===== config.mk =====
export PLATFORM = sky130hd
export DESIGN_NAME = pau_top
export DESIGN_NICKNAME = d
export VERILOG_FILES = /design/src/logic/pau_pkg.sv /design/src/logic/pau_top.sv /design/src/logic/pau_alarm_ch.sv
export SDC_FILE = /design/constraint.sdc
export NUM_CORES = 1
export LEC_CHECK = 0
export BUFFER_PORTS_ARGS = -buffer_cell sky130_fd_sc_hd__buf_2
export CORE_ASPECT_RATIO = 2
export CORE_MARGIN = 2
export CORE_UTILIZATION = 60
export DETAILED_ROUTE_END_ITERATION = 12
export PLACE_DENSITY = 0.89
export SYNTH_ARGS = -nofsm -noshare
export SYNTH_HDL_FRONTEND = slang
export SYNTH_SLANG_ARGS = --single-unit

===== constraint.sdc =====
create_clock -name i_mclk -period 4.3 [get_ports i_mclk]
set_input_delay 0.86 -clock i_mclk [delete_from_list [all_inputs] [get_ports i_mclk]]
set_output_delay 0.86 -clock i_mclk [all_outputs]
set_load 0.1 [all_outputs]

===== src/logic/pau_pkg.sv =====
// constants, types and register map of the process alarm unit
package pau_pkg;
  localparam int NUM_ALARM = 3;
  localparam int PV_W = 16;
  // ****************************************
  // register map
  // ****************************************
  localparam logic [7:0] ADDR_CTRL = 8'h00;
  localparam logic [7:0] ADDR_LEVEL = 8'h04;
  localparam logic [7:0] ADDR_SETPT0 = 8'h10;
  localparam logic [7:0] ADDR_HYST0 = 8'h20;
  localparam logic [7:0] ADDR_STATE = 8'h30;
  localparam logic [7:0] ADDR_IRQ_STAT = 8'h34;
  localparam logic [7:0] ADDR_IRQ_MASK = 8'h38;
  localparam logic [7:0] ADDR_STRIDE = 8'h04;
  // ctrl fields
  localparam int CTRL_STBY_LSB = 0;
  localparam int CTRL_LATCH_LSB = 4;
  localparam int CTRL_LOWER_LSB = 8;
  localparam int CTRL_RESTART_BIT = 12;
  localparam int CTRL_EVT_EN_BIT = 13;
  localparam int CTRL_KEY_EN_BIT = 14;
  localparam int STATE_STBY_LSB = 4;
  localparam logic [31:0] CTRL_RST = 32'h0000_6000;
  // default hysteresis: 0.2 deg in 0.1 deg steps, 0.02 %FS in 0.01 % steps
  localparam logic [PV_W-1:0] HYST_TEMP_RST = 16'h0002;
  localparam logic [PV_W-1:0] HYST_ANALOG_RST = 16'h0002;
  localparam logic [PV_W-1:0] SETPT_RST = 16'h0000;
  localparam logic [2:0] MASK_RST = 3'h0;
  // ****************************************
  // types
  // ****************************************
  typedef enum logic {
    PAU_RESTART_SETPT,
    PAU_RESTART_ALSO_OFF
  } pau_restart_e;
  typedef enum logic [2:0] {
    PAU_LVL_OPERATION,
    PAU_LVL_ADJUST,
    PAU_LVL_INITIAL,
    PAU_LVL_COMMS,
    PAU_LVL_ADVANCED,
    PAU_LVL_CALIB
  } pau_level_e;
  typedef struct packed {
    logic signed [PV_W-1:0] setpt;
    logic [PV_W-1:0] hyst;
    logic lower;
    logic standby_en;
    logic latch_en;
  } pau_ch_cfg_s;
  typedef struct packed {
    logic rearm;
    logic latch_clr;
  } pau_ch_ctl_s;
endpackage


===== src/logic/pau_top.sv =====
// process alarm unit: registers, latch clear sources, interrupt, channels
//
// Function
// - separate hysteresis per alarm, own output only
// - hysteresis defaults 0.2 deg or 0.02% FS
// - standby holds alarm until leave and re-entry
// - lower alarm at power-up stays off under standby
// - first assertion ends standby condition
// - standby re-armed per restart select setting
// - latched alarm holds until latch clear
// - power-down or entry to initial, comms, advanced or calibration level clears latch
// - function key or event input clears latch
`timescale 1ns/1ns
`default_nettype none
module pau_top (
  input wire logic i_mclk,
  input wire logic i_rst_n,
  input wire logic signed [pau_pkg::PV_W-1:0] i_pv,
  input wire logic i_input_analog,
  input wire logic i_function_key,
  input wire logic i_event_latch_cancel,
  input wire logic [7:0] i_addr,
  input wire logic [31:0] i_wdata,
  input wire logic i_wr,
  input wire logic i_rd,
  output logic [31:0] o_rdata,
  output logic [pau_pkg::NUM_ALARM-1:0] o_alarm,
  output logic o_irq
);
  localparam int N = pau_pkg::NUM_ALARM;

  logic [31:0] ctrl;
  pau_pkg::pau_level_e level;
  logic signed [pau_pkg::PV_W-1:0] setpt [N];
  logic [pau_pkg::PV_W-1:0] hyst [N];
  logic [N-1:0] irq_stat;
  logic [N-1:0] irq_mask;
  logic [N-1:0] standby;
  logic [N-1:0] rise;
  logic [N-1:0] setpt_wr;
  logic [N-1:0] alarm_fall;
  logic [2:0] key_sync;
  logic [2:0] evt_sync;
  logic [1:0] strap_sync;
  logic [1:0] init_cnt;
  logic key_edge;
  logic evt_edge;
  logic level_clr;
  logic latch_clr;
  logic [2:0] wr_level;
  pau_pkg::pau_restart_e restart_sel;
  logic [31:0] next_rdata;

  // ****************************************
  // pin synchronisers
  // ****************************************
  always_ff @(posedge i_mclk or negedge i_rst_n) begin
    if (!i_rst_n) begin
      key_sync <= 3'h0;
      evt_sync <= 3'h0;
      strap_sync <= 2'h0;
    end else begin
      key_sync <= {key_sync[1:0], i_function_key};
      evt_sync <= {evt_sync[1:0], i_event_latch_cancel};
      strap_sync <= {strap_sync[0], i_input_analog};
    end
  end

  assign key_edge = key_sync[1] && !key_sync[2];
  assign evt_edge = evt_sync[1] && !evt_sync[2];

  // ****************************************
  // control and level registers
  // ****************************************
  always_ff @(posedge i_mclk or negedge i_rst_n) begin
    if (!i_rst_n) begin
      ctrl <= pau_pkg::CTRL_RST;
    end else if (i_wr && i_addr == pau_pkg::ADDR_CTRL) begin
      ctrl <= i_wdata;
    end
  end

  assign restart_sel = pau_pkg::pau_restart_e'(
    ctrl[pau_pkg::CTRL_RESTART_BIT]);
  assign wr_level = i_wdata[2:0];

  always_ff @(posedge i_mclk or negedge i_rst_n) begin
    if (!i_rst_n) begin
      level <= pau_pkg::PAU_LVL_OPERATION;
    end else if (i_wr && i_addr == pau_pkg::ADDR_LEVEL) begin
      level <= pau_pkg::pau_level_e'(wr_level);
    end
  end

  // entry into initial, comms, advanced or calibration level
  always_comb begin
    level_clr = 1'b0;
    if (i_wr && i_addr == pau_pkg::ADDR_LEVEL && wr_level != level) begin
      case (pau_pkg::pau_level_e'(wr_level))
        pau_pkg::PAU_LVL_INITIAL: level_clr = 1'b1;
        pau_pkg::PAU_LVL_COMMS: level_clr = 1'b1;
        pau_pkg::PAU_LVL_ADVANCED: level_clr = 1'b1;
        pau_pkg::PAU_LVL_CALIB: level_clr = 1'b1;
        default: level_clr = 1'b0;
      endcase
    end
  end

  // power-down clears the latch through the async reset
  assign latch_clr = level_clr
    || (key_edge && ctrl[pau_pkg::CTRL_KEY_EN_BIT])
    || (evt_edge && ctrl[pau_pkg::CTRL_EVT_EN_BIT]);

  // ****************************************
  // strap capture for default hysteresis
  // ****************************************
  always_ff @(posedge i_mclk or negedge i_rst_n) begin
    if (!i_rst_n) begin
      init_cnt <= 2'h0;
    end else if (init_cnt != 2'h3) begin
      init_cnt <= init_cnt + 2'h1;
    end
  end

  // ****************************************
  // per-alarm registers and channels
  // ****************************************
  genvar g;
  generate
    for (g = 0; g < N; g++) begin : g_ch
      localparam logic [7:0] SP_ADDR =
        8'(pau_pkg::ADDR_SETPT0 + g * pau_pkg::ADDR_STRIDE);
      localparam logic [7:0] HY_ADDR =
        8'(pau_pkg::ADDR_HYST0 + g * pau_pkg::ADDR_STRIDE);
      pau_pkg::pau_ch_cfg_s cfg;
      pau_pkg::pau_ch_ctl_s ctl;

      assign setpt_wr[g] = i_wr && (i_addr == SP_ADDR || i_addr == HY_ADDR);

      always_ff @(posedge i_mclk or negedge i_rst_n) begin
        if (!i_rst_n) begin
          setpt[g] <= pau_pkg::SETPT_RST;
        end else if (i_wr && i_addr == SP_ADDR) begin
          setpt[g] <= i_wdata[pau_pkg::PV_W-1:0];
        end
      end

      always_ff @(posedge i_mclk or negedge i_rst_n) begin
        if (!i_rst_n) begin
          hyst[g] <= pau_pkg::HYST_TEMP_RST;
        end else if (i_wr && i_addr == HY_ADDR) begin
          hyst[g] <= i_wdata[pau_pkg::PV_W-1:0];
        end else if (init_cnt == 2'h2) begin
          hyst[g] <= strap_sync[1] ? pau_pkg::HYST_ANALOG_RST
                                   : pau_pkg::HYST_TEMP_RST;
        end
      end

      always_ff @(posedge i_mclk or negedge i_rst_n) begin
        if (!i_rst_n) begin
          alarm_fall[g] <= 1'b0;
        end else begin
          alarm_fall[g] <= o_alarm[g] && !cfg.latch_en && !rise[g];
        end
      end

      assign cfg.setpt = setpt[g];
      assign cfg.hyst = hyst[g];
      assign cfg.lower = ctrl[pau_pkg::CTRL_LOWER_LSB + g];
      assign cfg.standby_en = ctrl[pau_pkg::CTRL_STBY_LSB + g];
      assign cfg.latch_en = ctrl[pau_pkg::CTRL_LATCH_LSB + g];
      // re-arm on new setting, or also when an unlatched output drops
      assign ctl.rearm = setpt_wr[g]
        || (restart_sel == pau_pkg::PAU_RESTART_ALSO_OFF
            && alarm_fall[g] && !o_alarm[g]);
      assign ctl.latch_clr = latch_clr;

      pau_alarm_ch u_ch (
        .i_mclk(i_mclk),
        .i_rst_n(i_rst_n),
        .i_pv(i_pv),
        .i_cfg(cfg),
        .i_ctl(ctl),
        .o_alarm(o_alarm[g]),
        .o_standby(standby[g]),
        .o_rise(rise[g])
      );
    end
  endgenerate

  // ****************************************
  // interrupt status and mask
  // ****************************************
  always_ff @(posedge i_mclk or negedge i_rst_n) begin
    if (!i_rst_n) begin
      irq_mask <= pau_pkg::MASK_RST;
    end else if (i_wr && i_addr == pau_pkg::ADDR_IRQ_MASK) begin
      irq_mask <= i_wdata[N-1:0];
    end
  end

  // a read clears, a new rising edge in the same cycle wins
  always_ff @(posedge i_mclk or negedge i_rst_n) begin
    if (!i_rst_n) begin
      irq_stat <= 3'h0;
    end else if (i_rd && i_addr == pau_pkg::ADDR_IRQ_STAT) begin
      irq_stat <= rise;
    end else begin
      irq_stat <= irq_stat | rise;
    end
  end

  assign o_irq = |(irq_stat & irq_mask);

  // ****************************************
  // read port
  // ****************************************
  always_comb begin
    next_rdata = 32'h0000_0000;
    case (i_addr)
      pau_pkg::ADDR_CTRL: next_rdata = ctrl;
      pau_pkg::ADDR_LEVEL: next_rdata = {29'h0, level};
      pau_pkg::ADDR_STATE: begin
        next_rdata[N-1:0] = o_alarm;
        next_rdata[pau_pkg::STATE_STBY_LSB +: N] = standby;
      end
      pau_pkg::ADDR_IRQ_STAT: next_rdata[N-1:0] = irq_stat;
      pau_pkg::ADDR_IRQ_MASK: next_rdata[N-1:0] = irq_mask;
      default: begin
        for (int k = 0; k < N; k++) begin
          if (i_addr == 8'(pau_pkg::ADDR_SETPT0
                           + k * pau_pkg::ADDR_STRIDE)) begin
            next_rdata = {{16{setpt[k][pau_pkg::PV_W-1]}}, setpt[k]};
          end
          if (i_addr == 8'(pau_pkg::ADDR_HYST0
                           + k * pau_pkg::ADDR_STRIDE)) begin
            next_rdata = {16'h0000, hyst[k]};
          end
        end
      end
    endcase
  end

  always_ff @(posedge i_mclk or negedge i_rst_n) begin
    if (!i_rst_n) begin
      o_rdata <= 32'h0000_0000;
    end else if (i_rd) begin
      o_rdata <= next_rdata;
    end else begin
      o_rdata <= 32'h0000_0000;
    end
  end

  // ****************************************
  // checks
  // ****************************************
  AST_LEVEL_CLR: assert property (@(posedge i_mclk) disable iff (!i_rst_n)
    level_clr |-> latch_clr)
    else $error("level entry did not clear latch");
  AST_KEY_CLR: assert property (@(posedge i_mclk) disable iff (!i_rst_n)
    $rose(i_function_key) && ctrl[pau_pkg::CTRL_KEY_EN_BIT]
    ##1 ctrl[pau_pkg::CTRL_KEY_EN_BIT] |-> ##1 latch_clr)
    else $error("function key did not clear latch in time");
  AST_HYST_DFLT: assert property (@(posedge i_mclk) disable iff (!i_rst_n)
    init_cnt == 2'h2 && !i_wr |=> hyst[0] == (strap_sync[1]
      ? pau_pkg::HYST_ANALOG_RST : pau_pkg::HYST_TEMP_RST))
    else $error("hysteresis default not loaded");
  AST_IRQ_STICKY: assert property (@(posedge i_mclk) disable iff (!i_rst_n)
    |rise |=> |irq_stat)
    else $error("alarm event not recorded");
  COV_LEVEL: cover property (@(posedge i_mclk) disable iff (!i_rst_n)
    |o_alarm ##1 level_clr);
  COV_IRQ: cover property (@(posedge i_mclk) disable iff (!i_rst_n)
    $rose(o_irq));
endmodule
`default_nettype wire


===== src/logic/pau_alarm_ch.sv =====
// one alarm channel: hysteresis, standby sequence and latch
`timescale 1ns/1ns
`default_nettype none
module pau_alarm_ch (
  input wire logic i_mclk,
  input wire logic i_rst_n,
  input wire logic signed [pau_pkg::PV_W-1:0] i_pv,
  input wire pau_pkg::pau_ch_cfg_s i_cfg,
  input wire pau_pkg::pau_ch_ctl_s i_ctl,
  output logic o_alarm,
  output logic o_standby,
  output logic o_rise
);
  logic signed [pau_pkg::PV_W:0] pv_x;
  logic signed [pau_pkg::PV_W:0] sv_x;
  logic signed [pau_pkg::PV_W:0] hy_x;
  logic on_cond;
  logic off_cond;
  logic raw;
  logic left;
  logic standby;
  logic stby_eff;
  logic act_now;
  logic next_alarm;

  assign pv_x = {i_pv[pau_pkg::PV_W-1], i_pv};
  assign sv_x = {i_cfg.setpt[pau_pkg::PV_W-1], i_cfg.setpt};
  assign hy_x = {1'b0, i_cfg.hyst};
  // ****************************************
  // range compare
  // ****************************************
  assign on_cond = i_cfg.lower ? (pv_x < sv_x) : (pv_x > sv_x);
  // release only past the setting by the hysteresis width
  assign off_cond = i_cfg.lower ? (pv_x >= sv_x + hy_x)
                                : (pv_x <= sv_x - hy_x);

  always_ff @(posedge i_mclk or negedge i_rst_n) begin
    if (!i_rst_n) begin
      raw <= 1'b0;
    end else if (raw && off_cond) begin
      raw <= 1'b0;
    end else if (!raw && on_cond) begin
      raw <= 1'b1;
    end
  end
  // ****************************************
  // standby sequence
  // ****************************************
  assign stby_eff = standby && i_cfg.standby_en;
  // held off until the value has left the range once
  assign act_now = raw && (!stby_eff || left);

  always_ff @(posedge i_mclk or negedge i_rst_n) begin
    if (!i_rst_n) begin
      standby <= 1'b1;
    end else if (i_ctl.rearm) begin
      standby <= 1'b1;
    end else if (next_alarm && !o_alarm) begin
      standby <= 1'b0;
    end
  end

  always_ff @(posedge i_mclk or negedge i_rst_n) begin
    if (!i_rst_n) begin
      left <= 1'b0;
    end else if (i_ctl.rearm) begin
      left <= 1'b0;
    end else if (stby_eff && !on_cond) begin
      left <= 1'b1;
    end
  end
  // ****************************************
  // latch and output
  // ****************************************
  always_comb begin
    next_alarm = act_now;
    if (i_cfg.latch_en && o_alarm && !i_ctl.latch_clr) begin
      next_alarm = 1'b1;
    end
  end

  always_ff @(posedge i_mclk or negedge i_rst_n) begin
    if (!i_rst_n) begin
      o_alarm <= 1'b0;
    end else begin
      o_alarm <= next_alarm;
    end
  end

  assign o_standby = stby_eff;
  assign o_rise = next_alarm && !o_alarm;

  // ****************************************
  // checks
  // ****************************************
  AST_HYST_HOLD: assert property (@(posedge i_mclk) disable iff (!i_rst_n)
    raw && !off_cond |=> raw)
    else $error("alarm released inside hysteresis band");
  AST_STBY_BLOCK: assert property (@(posedge i_mclk) disable iff (!i_rst_n)
    stby_eff && !left && !o_alarm && !i_ctl.rearm |-> !o_rise)
    else $error("alarm raised during standby before leaving range");
  AST_LOWER_PWRUP: assert property (@(posedge i_mclk) disable iff (!i_rst_n)
    i_cfg.lower && stby_eff && !left && !o_alarm
    ##1 i_cfg.lower && on_cond && !left |-> !o_rise)
    else $error("lower alarm raised at power-up under standby");
  AST_STBY_END: assert property (@(posedge i_mclk) disable iff (!i_rst_n)
    o_rise && !i_ctl.rearm |=> !standby)
    else $error("standby still active after alarm asserted");
  AST_REARM: assert property (@(posedge i_mclk) disable iff (!i_rst_n)
    i_ctl.rearm |=> standby && !left)
    else $error("standby not re-armed");
  AST_LATCH_HOLD: assert property (@(posedge i_mclk) disable iff (!i_rst_n)
    i_cfg.latch_en && o_alarm && !i_ctl.latch_clr |=> o_alarm)
    else $error("latched alarm dropped without clear");
  AST_NOLATCH: assert property (@(posedge i_mclk) disable iff (!i_rst_n)
    !i_cfg.latch_en |=> o_alarm == $past(act_now))
    else $error("unlatched alarm does not follow its own compare");
  COV_RISE: cover property (@(posedge i_mclk) disable iff (!i_rst_n)
    stby_eff ##1 left ##[1:50] o_rise);
  COV_LATCH: cover property (@(posedge i_mclk) disable iff (!i_rst_n)
    i_cfg.latch_en && o_alarm && !act_now ##1 o_alarm);
endmodule
`default_nettype wire


# [Word-level counts from Yosys, hierarchy flattened]
# Index checks and enable logic that the tools add are counted.
[classes] order_cmp=12 reduce_logical=103 n_bitwise=2 addsub=7 n_eq_ne=17 mux=45
[ops] cell="32-bit 2-to-1 mux" count=7
[ops] cell="16-bit 2-to-1 mux" count=4
[ops] cell="1-bit logical AND" count=54
[ops] cell="16-bit by 17-bit adder with 17-bit output" count=3
[ops] cell="16-bit by 17-bit greater-or-equal comparator with 1-bit output" count=3
[ops] cell="16-bit by 17-bit <= comparator with 1-bit output" count=3
[ops] cell="16-bit by 17-bit subtractor with 17-bit output" count=3
[ops] cell="25-bit case mux with 2 select lines" count=1
[ops] cell="8-bit by 6-bit equality test with 1-bit output, second input constant" count=6
[ops] cell="16-bit > comparator" count=3
[ops] cell="16-bit < comparator" count=3
[ops] cell="1-bit 2-to-1 mux" count=29
[ops] cell="8-bit by 5-bit equality test with 1-bit output, second input constant" count=3
[ops] cell="2-bit nonzero test" count=12
[ops] cell="1-bit logical NOT" count=21
[ops] cell="3-bit case mux with 5 select lines" count=1
[ops] cell="1-bit logical OR" count=11
[ops] cell="3-bit case mux with 3 select lines" count=1
[ops] cell="8-bit by 3-bit equality test with 1-bit output, second input constant" count=1
[ops] cell="8-bit logical NOT" count=1
[ops] cell="4-bit OR reduction" count=2
[ops] cell="3-bit by 2-bit equality test with 1-bit output, second input constant" count=2
[ops] cell="3-bit equality test, second input constant" count=2
[ops] cell="3-bit OR reduction" count=2
[ops] cell="8 further kinds" count=8
[word_totals] input_bits=63 ff_bits=192

# [Logic depth before layout (Yosys ltp)]
[logic_depth] ltp_word=12 mapped_depth=18 depth_no_buf=17

# [Hierarchy]
# A second synthesis with hierarchy kept.
[unflattened] cells_unflattened=1901 area_unflattened_um2=16666.0
[modules_own_cells] mod="pau_top" area_per_inst_um2=8106.5 cells_per_inst=743 n_inst=1 seq_area_each_um2=4510.6
[modules_own_cells] mod="pau_alarm_ch (g_ch[1].u_ch ...)" area_per_inst_um2=2824.0 cells_per_inst=382 n_inst=2 seq_area_each_um2=101.3
[modules_own_cells] mod="pau_alarm_ch (g_ch[0].u_ch)" area_per_inst_um2=2911.5 cells_per_inst=394 n_inst=1 seq_area_each_um2=101.3

# [Worst setup path before layout]
# Ideal clock, no wire load.
[synth_path] path_type="register to register" from="register hyst (netlist bit g_ch[1].cfg[4])" to="register g_ch[1].u_ch.raw" setup_time_ns=0.127 n_path_buf=0 t_required_ns=4.173 arrival_ns=3.732 path_stages_with_launch=16 setup_slack_ns=0.441 path_cell_list="dfstp_2 > inv_1 > ha_1 > nor2b_1 > o31a_1 > nor3_1 > o21ai_1 > or4_1 > a2111oi_1 > nor3_1 > ha_1 > and4_1 > nand4_1 > or3_1 > a311oi_1 > o2bb2ai_1"
[synth_via] elab_chain_cells=5
[synth_lines] item="from (decl)" line="pau_top.sv:35" rtl="logic [pau_pkg::PV_W-1:0] hyst [N];"
[synth_lines] item="from (signal, indexed assignment)" line="pau_top.sv:150" rtl="hyst[g] <= pau_pkg::HYST_TEMP_RST;"
[synth_lines] item="from (signal, indexed assignment)" line="pau_top.sv:152" rtl="hyst[g] <= i_wdata[pau_pkg::PV_W-1:0];"
[synth_lines] item="from (signal, indexed assignment)" line="pau_top.sv:154" rtl="hyst[g] <= strap_sync[1] ? pau_pkg::HYST_ANALOG_RST"
[synth_lines] item="16-bit by 17-bit subtractor with 17-bit output or 16-bit by 17-bit adder with 17-bit output (tied branches)" line="pau_alarm_ch.sv:35, pau_alarm_ch.sv:34"
[synth_lines] item="16-bit by 17-bit <= comparator with 1-bit output or 16-bit by 17-bit greater-or-equal comparator with 1-bit output (tied branches)" line="pau_alarm_ch.sv:35, pau_alarm_ch.sv:34"
[synth_lines] item="1-bit 2-to-1 mux *" line="pau_alarm_ch.sv:34" rtl="assign off_cond = i_cfg.lower ? (pv_x >= sv_x + hy_x)"
[synth_lines] item="1-bit logical AND *" line="pau_alarm_ch.sv:40" rtl="end else if (raw && off_cond) begin"
[synth_lines] item="1-bit 2-to-1 mux or 2-bit nonzero test (tied branches)"
[synth_lines] item="to (signal assigned)" line="pau_alarm_ch.sv:39" rtl="raw <= 1'b0;"
[synth_lines] item="to (signal assigned)" line="pau_alarm_ch.sv:41" rtl="raw <= 1'b0;"
[synth_lines] item="to (signal assigned)" line="pau_alarm_ch.sv:43" rtl="raw <= 1'b1;"
[synth_lines] item="to (decl)" line="pau_alarm_ch.sv:19" rtl="logic raw;"
# Mark *: on every way between the ends. The rest lies on a longest branch, timed or not.
# A chain may end at the register's enable or synchronous reset.

# [Final worst setup path]
[layout_path] from="register hyst (netlist bit g_ch[0].cfg[4])" to="register g_ch[0].u_ch.raw"
[layout_via] elab_chain_cells=5
[layout_lines] item="16-bit by 17-bit subtractor with 17-bit output or 16-bit by 17-bit adder with 17-bit output (tied branches)" line="pau_alarm_ch.sv:35, pau_alarm_ch.sv:34"
[layout_lines] item="16-bit by 17-bit <= comparator with 1-bit output or 16-bit by 17-bit greater-or-equal comparator with 1-bit output (tied branches)" line="pau_alarm_ch.sv:35, pau_alarm_ch.sv:34"
[layout_lines] item="1-bit 2-to-1 mux *" line="pau_alarm_ch.sv:34"
[layout_lines] item="1-bit logical AND *" line="pau_alarm_ch.sv:40"
[layout_lines] item="1-bit 2-to-1 mux or 2-bit nonzero test (tied branches)"
[layout_lines] item="to (signal assigned)" line="pau_alarm_ch.sv:39"
[layout_lines] item="to (signal assigned)" line="pau_alarm_ch.sv:41"
[layout_lines] item="to (signal assigned)" line="pau_alarm_ch.sv:43"
[layout_lines] item="to (decl)" line="pau_alarm_ch.sv:19"
# Marked as above.

==> results.cfg <==
[status]
status = finished, final reports clean

[power_and_ir_drop]
ir_worst_vdd_mv = 0.341
powerDensity_nw_per_um2 = 313
p_total_w = 0.00550
p_leak_nw = 8.44

[timing]
hold_ws_ns = 0.349
finalHoldViolations = 0
finalSetupTns_ns = 0
fin_crit_sh = 0.947
layout_min_cycle_time_ns = 4.07
max_slew_margin = 0.125
max_freq_mhz = 245
skew_ns = 0.0108
worst_slew_pin_slew_ns = 1.30
final_max_slew_viol_count = 0
setup_viol = 0

[layout]
multi_input_area_um2 = 10500
seqCellArea_um2 = 4810
post-route-util = 0.658
syn_to_final_growth_pct = 8.46
post_layout_nonfiller_instances = 2214
diodes = 0
finalNetCount = 2170
drive_gt1_frac = 0.145
n_fill_cell = 2096

[global_route]
grt_pass1_wl_um = 75300
grt_pass1_vias = 13800
antenna_found_initial = 1
grt_max_degree = 109
track_usage = 0.341
overflow = 0

[yosys]
synth_edf_count = 0
yosysMostFrequentCell = ha_1
ys_async_sr_fraction = 1.00
synth_area_um2 = 16200
ys_seq_elements = 192
yosys_warnings = 0
synth_cell_types = 82
ys_seq_area_frac = 0.297
syn_nets = 2108
synth_area_per_cell_um2 = 9.04
postSynthCellCount = 1791
synth_common_cells = ha_1 (248), dfrtp_1 (184), inv_1 (144)
ys_top_cells_by_area = dfrtp_1 (28%), ha_1 (19%), mux2_2 (6.1%), a21oi_1 (4.2%), xnor2_1 (3.4%)
synth_ff_type = dfrtp_1
synth.largest_area_cell = dfrtp_1
yosys.area.top_type_share = 0.284

[drt]
drt_pass1_iterations = 7
wl_met1_um = 18700
remaining_drc_errors = 0
wl_um = 48300
antenna_left = 0
vias = 14500
wl_met2_um = 21500
top_layer = met5
wl_per_cell_um = 21.8
met3_length_um = 4870
via_per_inst = 6.57
drt_iter0_markers = 1628

[clocking]
cts_tree = yes
cts_root_buf = clkbuf_16
cts_buffers = 17
htree_levels = 4
clk_path_buf_depth = 2
clkSinkCount = 192
path_clk_slew_ns = 0.07
worstSkewPairLatency_ns = 0.45

[floorplanning]
die-height_um = 236
num_io_pins = 99
die_w_um = 120
start_util = 0.607
core_area_um2 = 26700
row_count = 85
die-area_um2 = 28400

[critical_path]
worst-r2r-setup-slack_ns = 0.23
crit_path_end_kind = flop
path_class = reg -> reg
worst_setup_path_start_kind = flop
critical_path_arrival_ns = 4.45
cp.required_ns = 4.68
crit_fanout = 5
reg2reg_depth = 15

[placed_design]
gp_congestion = 1.02
dp_cells = 2182
dp_hpwl_um = 35900
port_buffers = 97

[min_path]
hp-class = reg -> reg
min_path_cells = 0

[job]
maxCapViolCount = 0
==> power by group <==
group / internal [W] / switching, W / leakage (nW) / total [W]
registers: 0.00193 / 0.000146 / 2.57 / 0.00207
logic: 0.000759 / 0.00115 / 5.62 / 0.00191
clock network: 0.000761 / 0.000761 / 0.260 / 0.00152
==> placed cells by master (no fill, tap or decap), types with 5 or more instances in the layout <==
cell type  count
mux2_2        87
a21oi_1      137
dfstp_2        8
o21a_1        10
xor2_1        14
nand3_1       37
dfrtp_1      184
a221oi_1      19
nor3_1        32
clkbuf_16     17
nand4_1       26
o21bai_1      17
a2111oi_0      7
or3_1         10
nor2_1       121
inv_1        144
a21o_1        36
a211oi_1       8
nand2b_1      27
nor2b_1       32
o211ai_1      11
and3_1        11
and4_1         5
buf_4         23
o22ai_1       20
fa_1           6
mux2i_1       15
nand2_1      132
ha_1         247
nand3b_1       7
a31oi_1        7
o31a_1         6
buf_2         96
xnor2_1       63
a22oi_1       26
o21ai_0       58
nor4_1        11
o31ai_1       50
==> flip-flops by register name (all words and copies together), names as in the netlist, 3 cells and up <==
name,cells
g_ch.u_ch.o_alarm,3
g_ch.cfg,96
irq_mask,3
key_sync,3
level,3
evt_sync,3
ctrl,32
o_rdata,32
g_ch.u_ch.left,3
irq_stat,3
alarm_fall,3
g_ch.u_ch.standby,3
g_ch.u_ch.raw,3
==> logic make-up after synthesis <==
family,after synthesis,share of synthesized area
compound gates,461,0.190
xor+xnor,77,0.0416
fa+ha+maj,254,0.199
buf+inv,225,0.0551
flops,192,0.297
mux,102,0.0698
simple gates,480,0.147
==> metrics by stage <==
step	worst slack (ns)	cell area, um2
2_1_floorplan	0.441	16200
3_3_place_gp	0.221	17000
3_5_place_dp	0.118	17000
4_1_cts	0.108	17500
5_1_grt	-0.00667	17600
6_report	0.226	17600
==> worst paths after layout <==
| kind | endpoint | start |
|---|---|---|
| worst min-delay path | key_sync[1]$_DFF_PN0_ | key_sync[0]$_DFF_PN0_ |
| min in group asynchronous | init_cnt[1]$_DFFE_PN0P_ | i_rst_n |
| worst min register to register | key_sync[1]$_DFF_PN0_ | key_sync[0]$_DFF_PN0_ |
| worst max-delay path | g_ch[0].u_ch.raw$_DFFE_PN0P_ | g_ch[0].cfg[4]$_DFFE_PN1P_ |
| worst max register to register | g_ch[0].u_ch.raw$_DFFE_PN0P_ | g_ch[0].cfg[4]$_DFFE_PN1P_ |
| max in group asynchronous | g_ch[0].cfg[4]$_DFFE_PN1P_ | i_rst_n |
==> critical path, cell delays in order, from the launching register on <==
cell	delay, ns
dfstp_2	0.60
inv_1	0.10
fa_1	0.48
o21ba_2	0.25
o21bai_1	0.24
and3_1	0.30
nor4b_4	0.08
o41ai_2	0.41
or4_1	0.19
nand3_1	0.11
ha_1	0.23
nor2_1	0.13
nand3_1	0.09
a2111oi_0	0.41
a22o_1	0.23
a221o_1	0.16
==> per-layer routing <==
layer,global-route usage,vias to the layer above
li1,-,6593
met1,0.454,6866
met2,0.519,849
met3,0.0648,227
met4,0.190,2
met5,0,-
==> repair_timing <==
| action | CTS | global route |
|---|---|---|
| gates resized for setup | 0 | 5 |
| setup buffers | 0 | 0 |
| endpoints found under the setup margin | 0 | 1 |
| hold buffers | 0 | 0 |
==> layout make-up <==
type,count,area share
clock buffers,18,0.0244
clock inverters,14,0.00712
inverters,147,0.0314
multi-input cells,1374,0.599
flip-flops and latches,192,0.274
well taps,348,0.0248
repair buffers,121,0.0391
No activity file was read; power rests on OpenSTA's default activity.
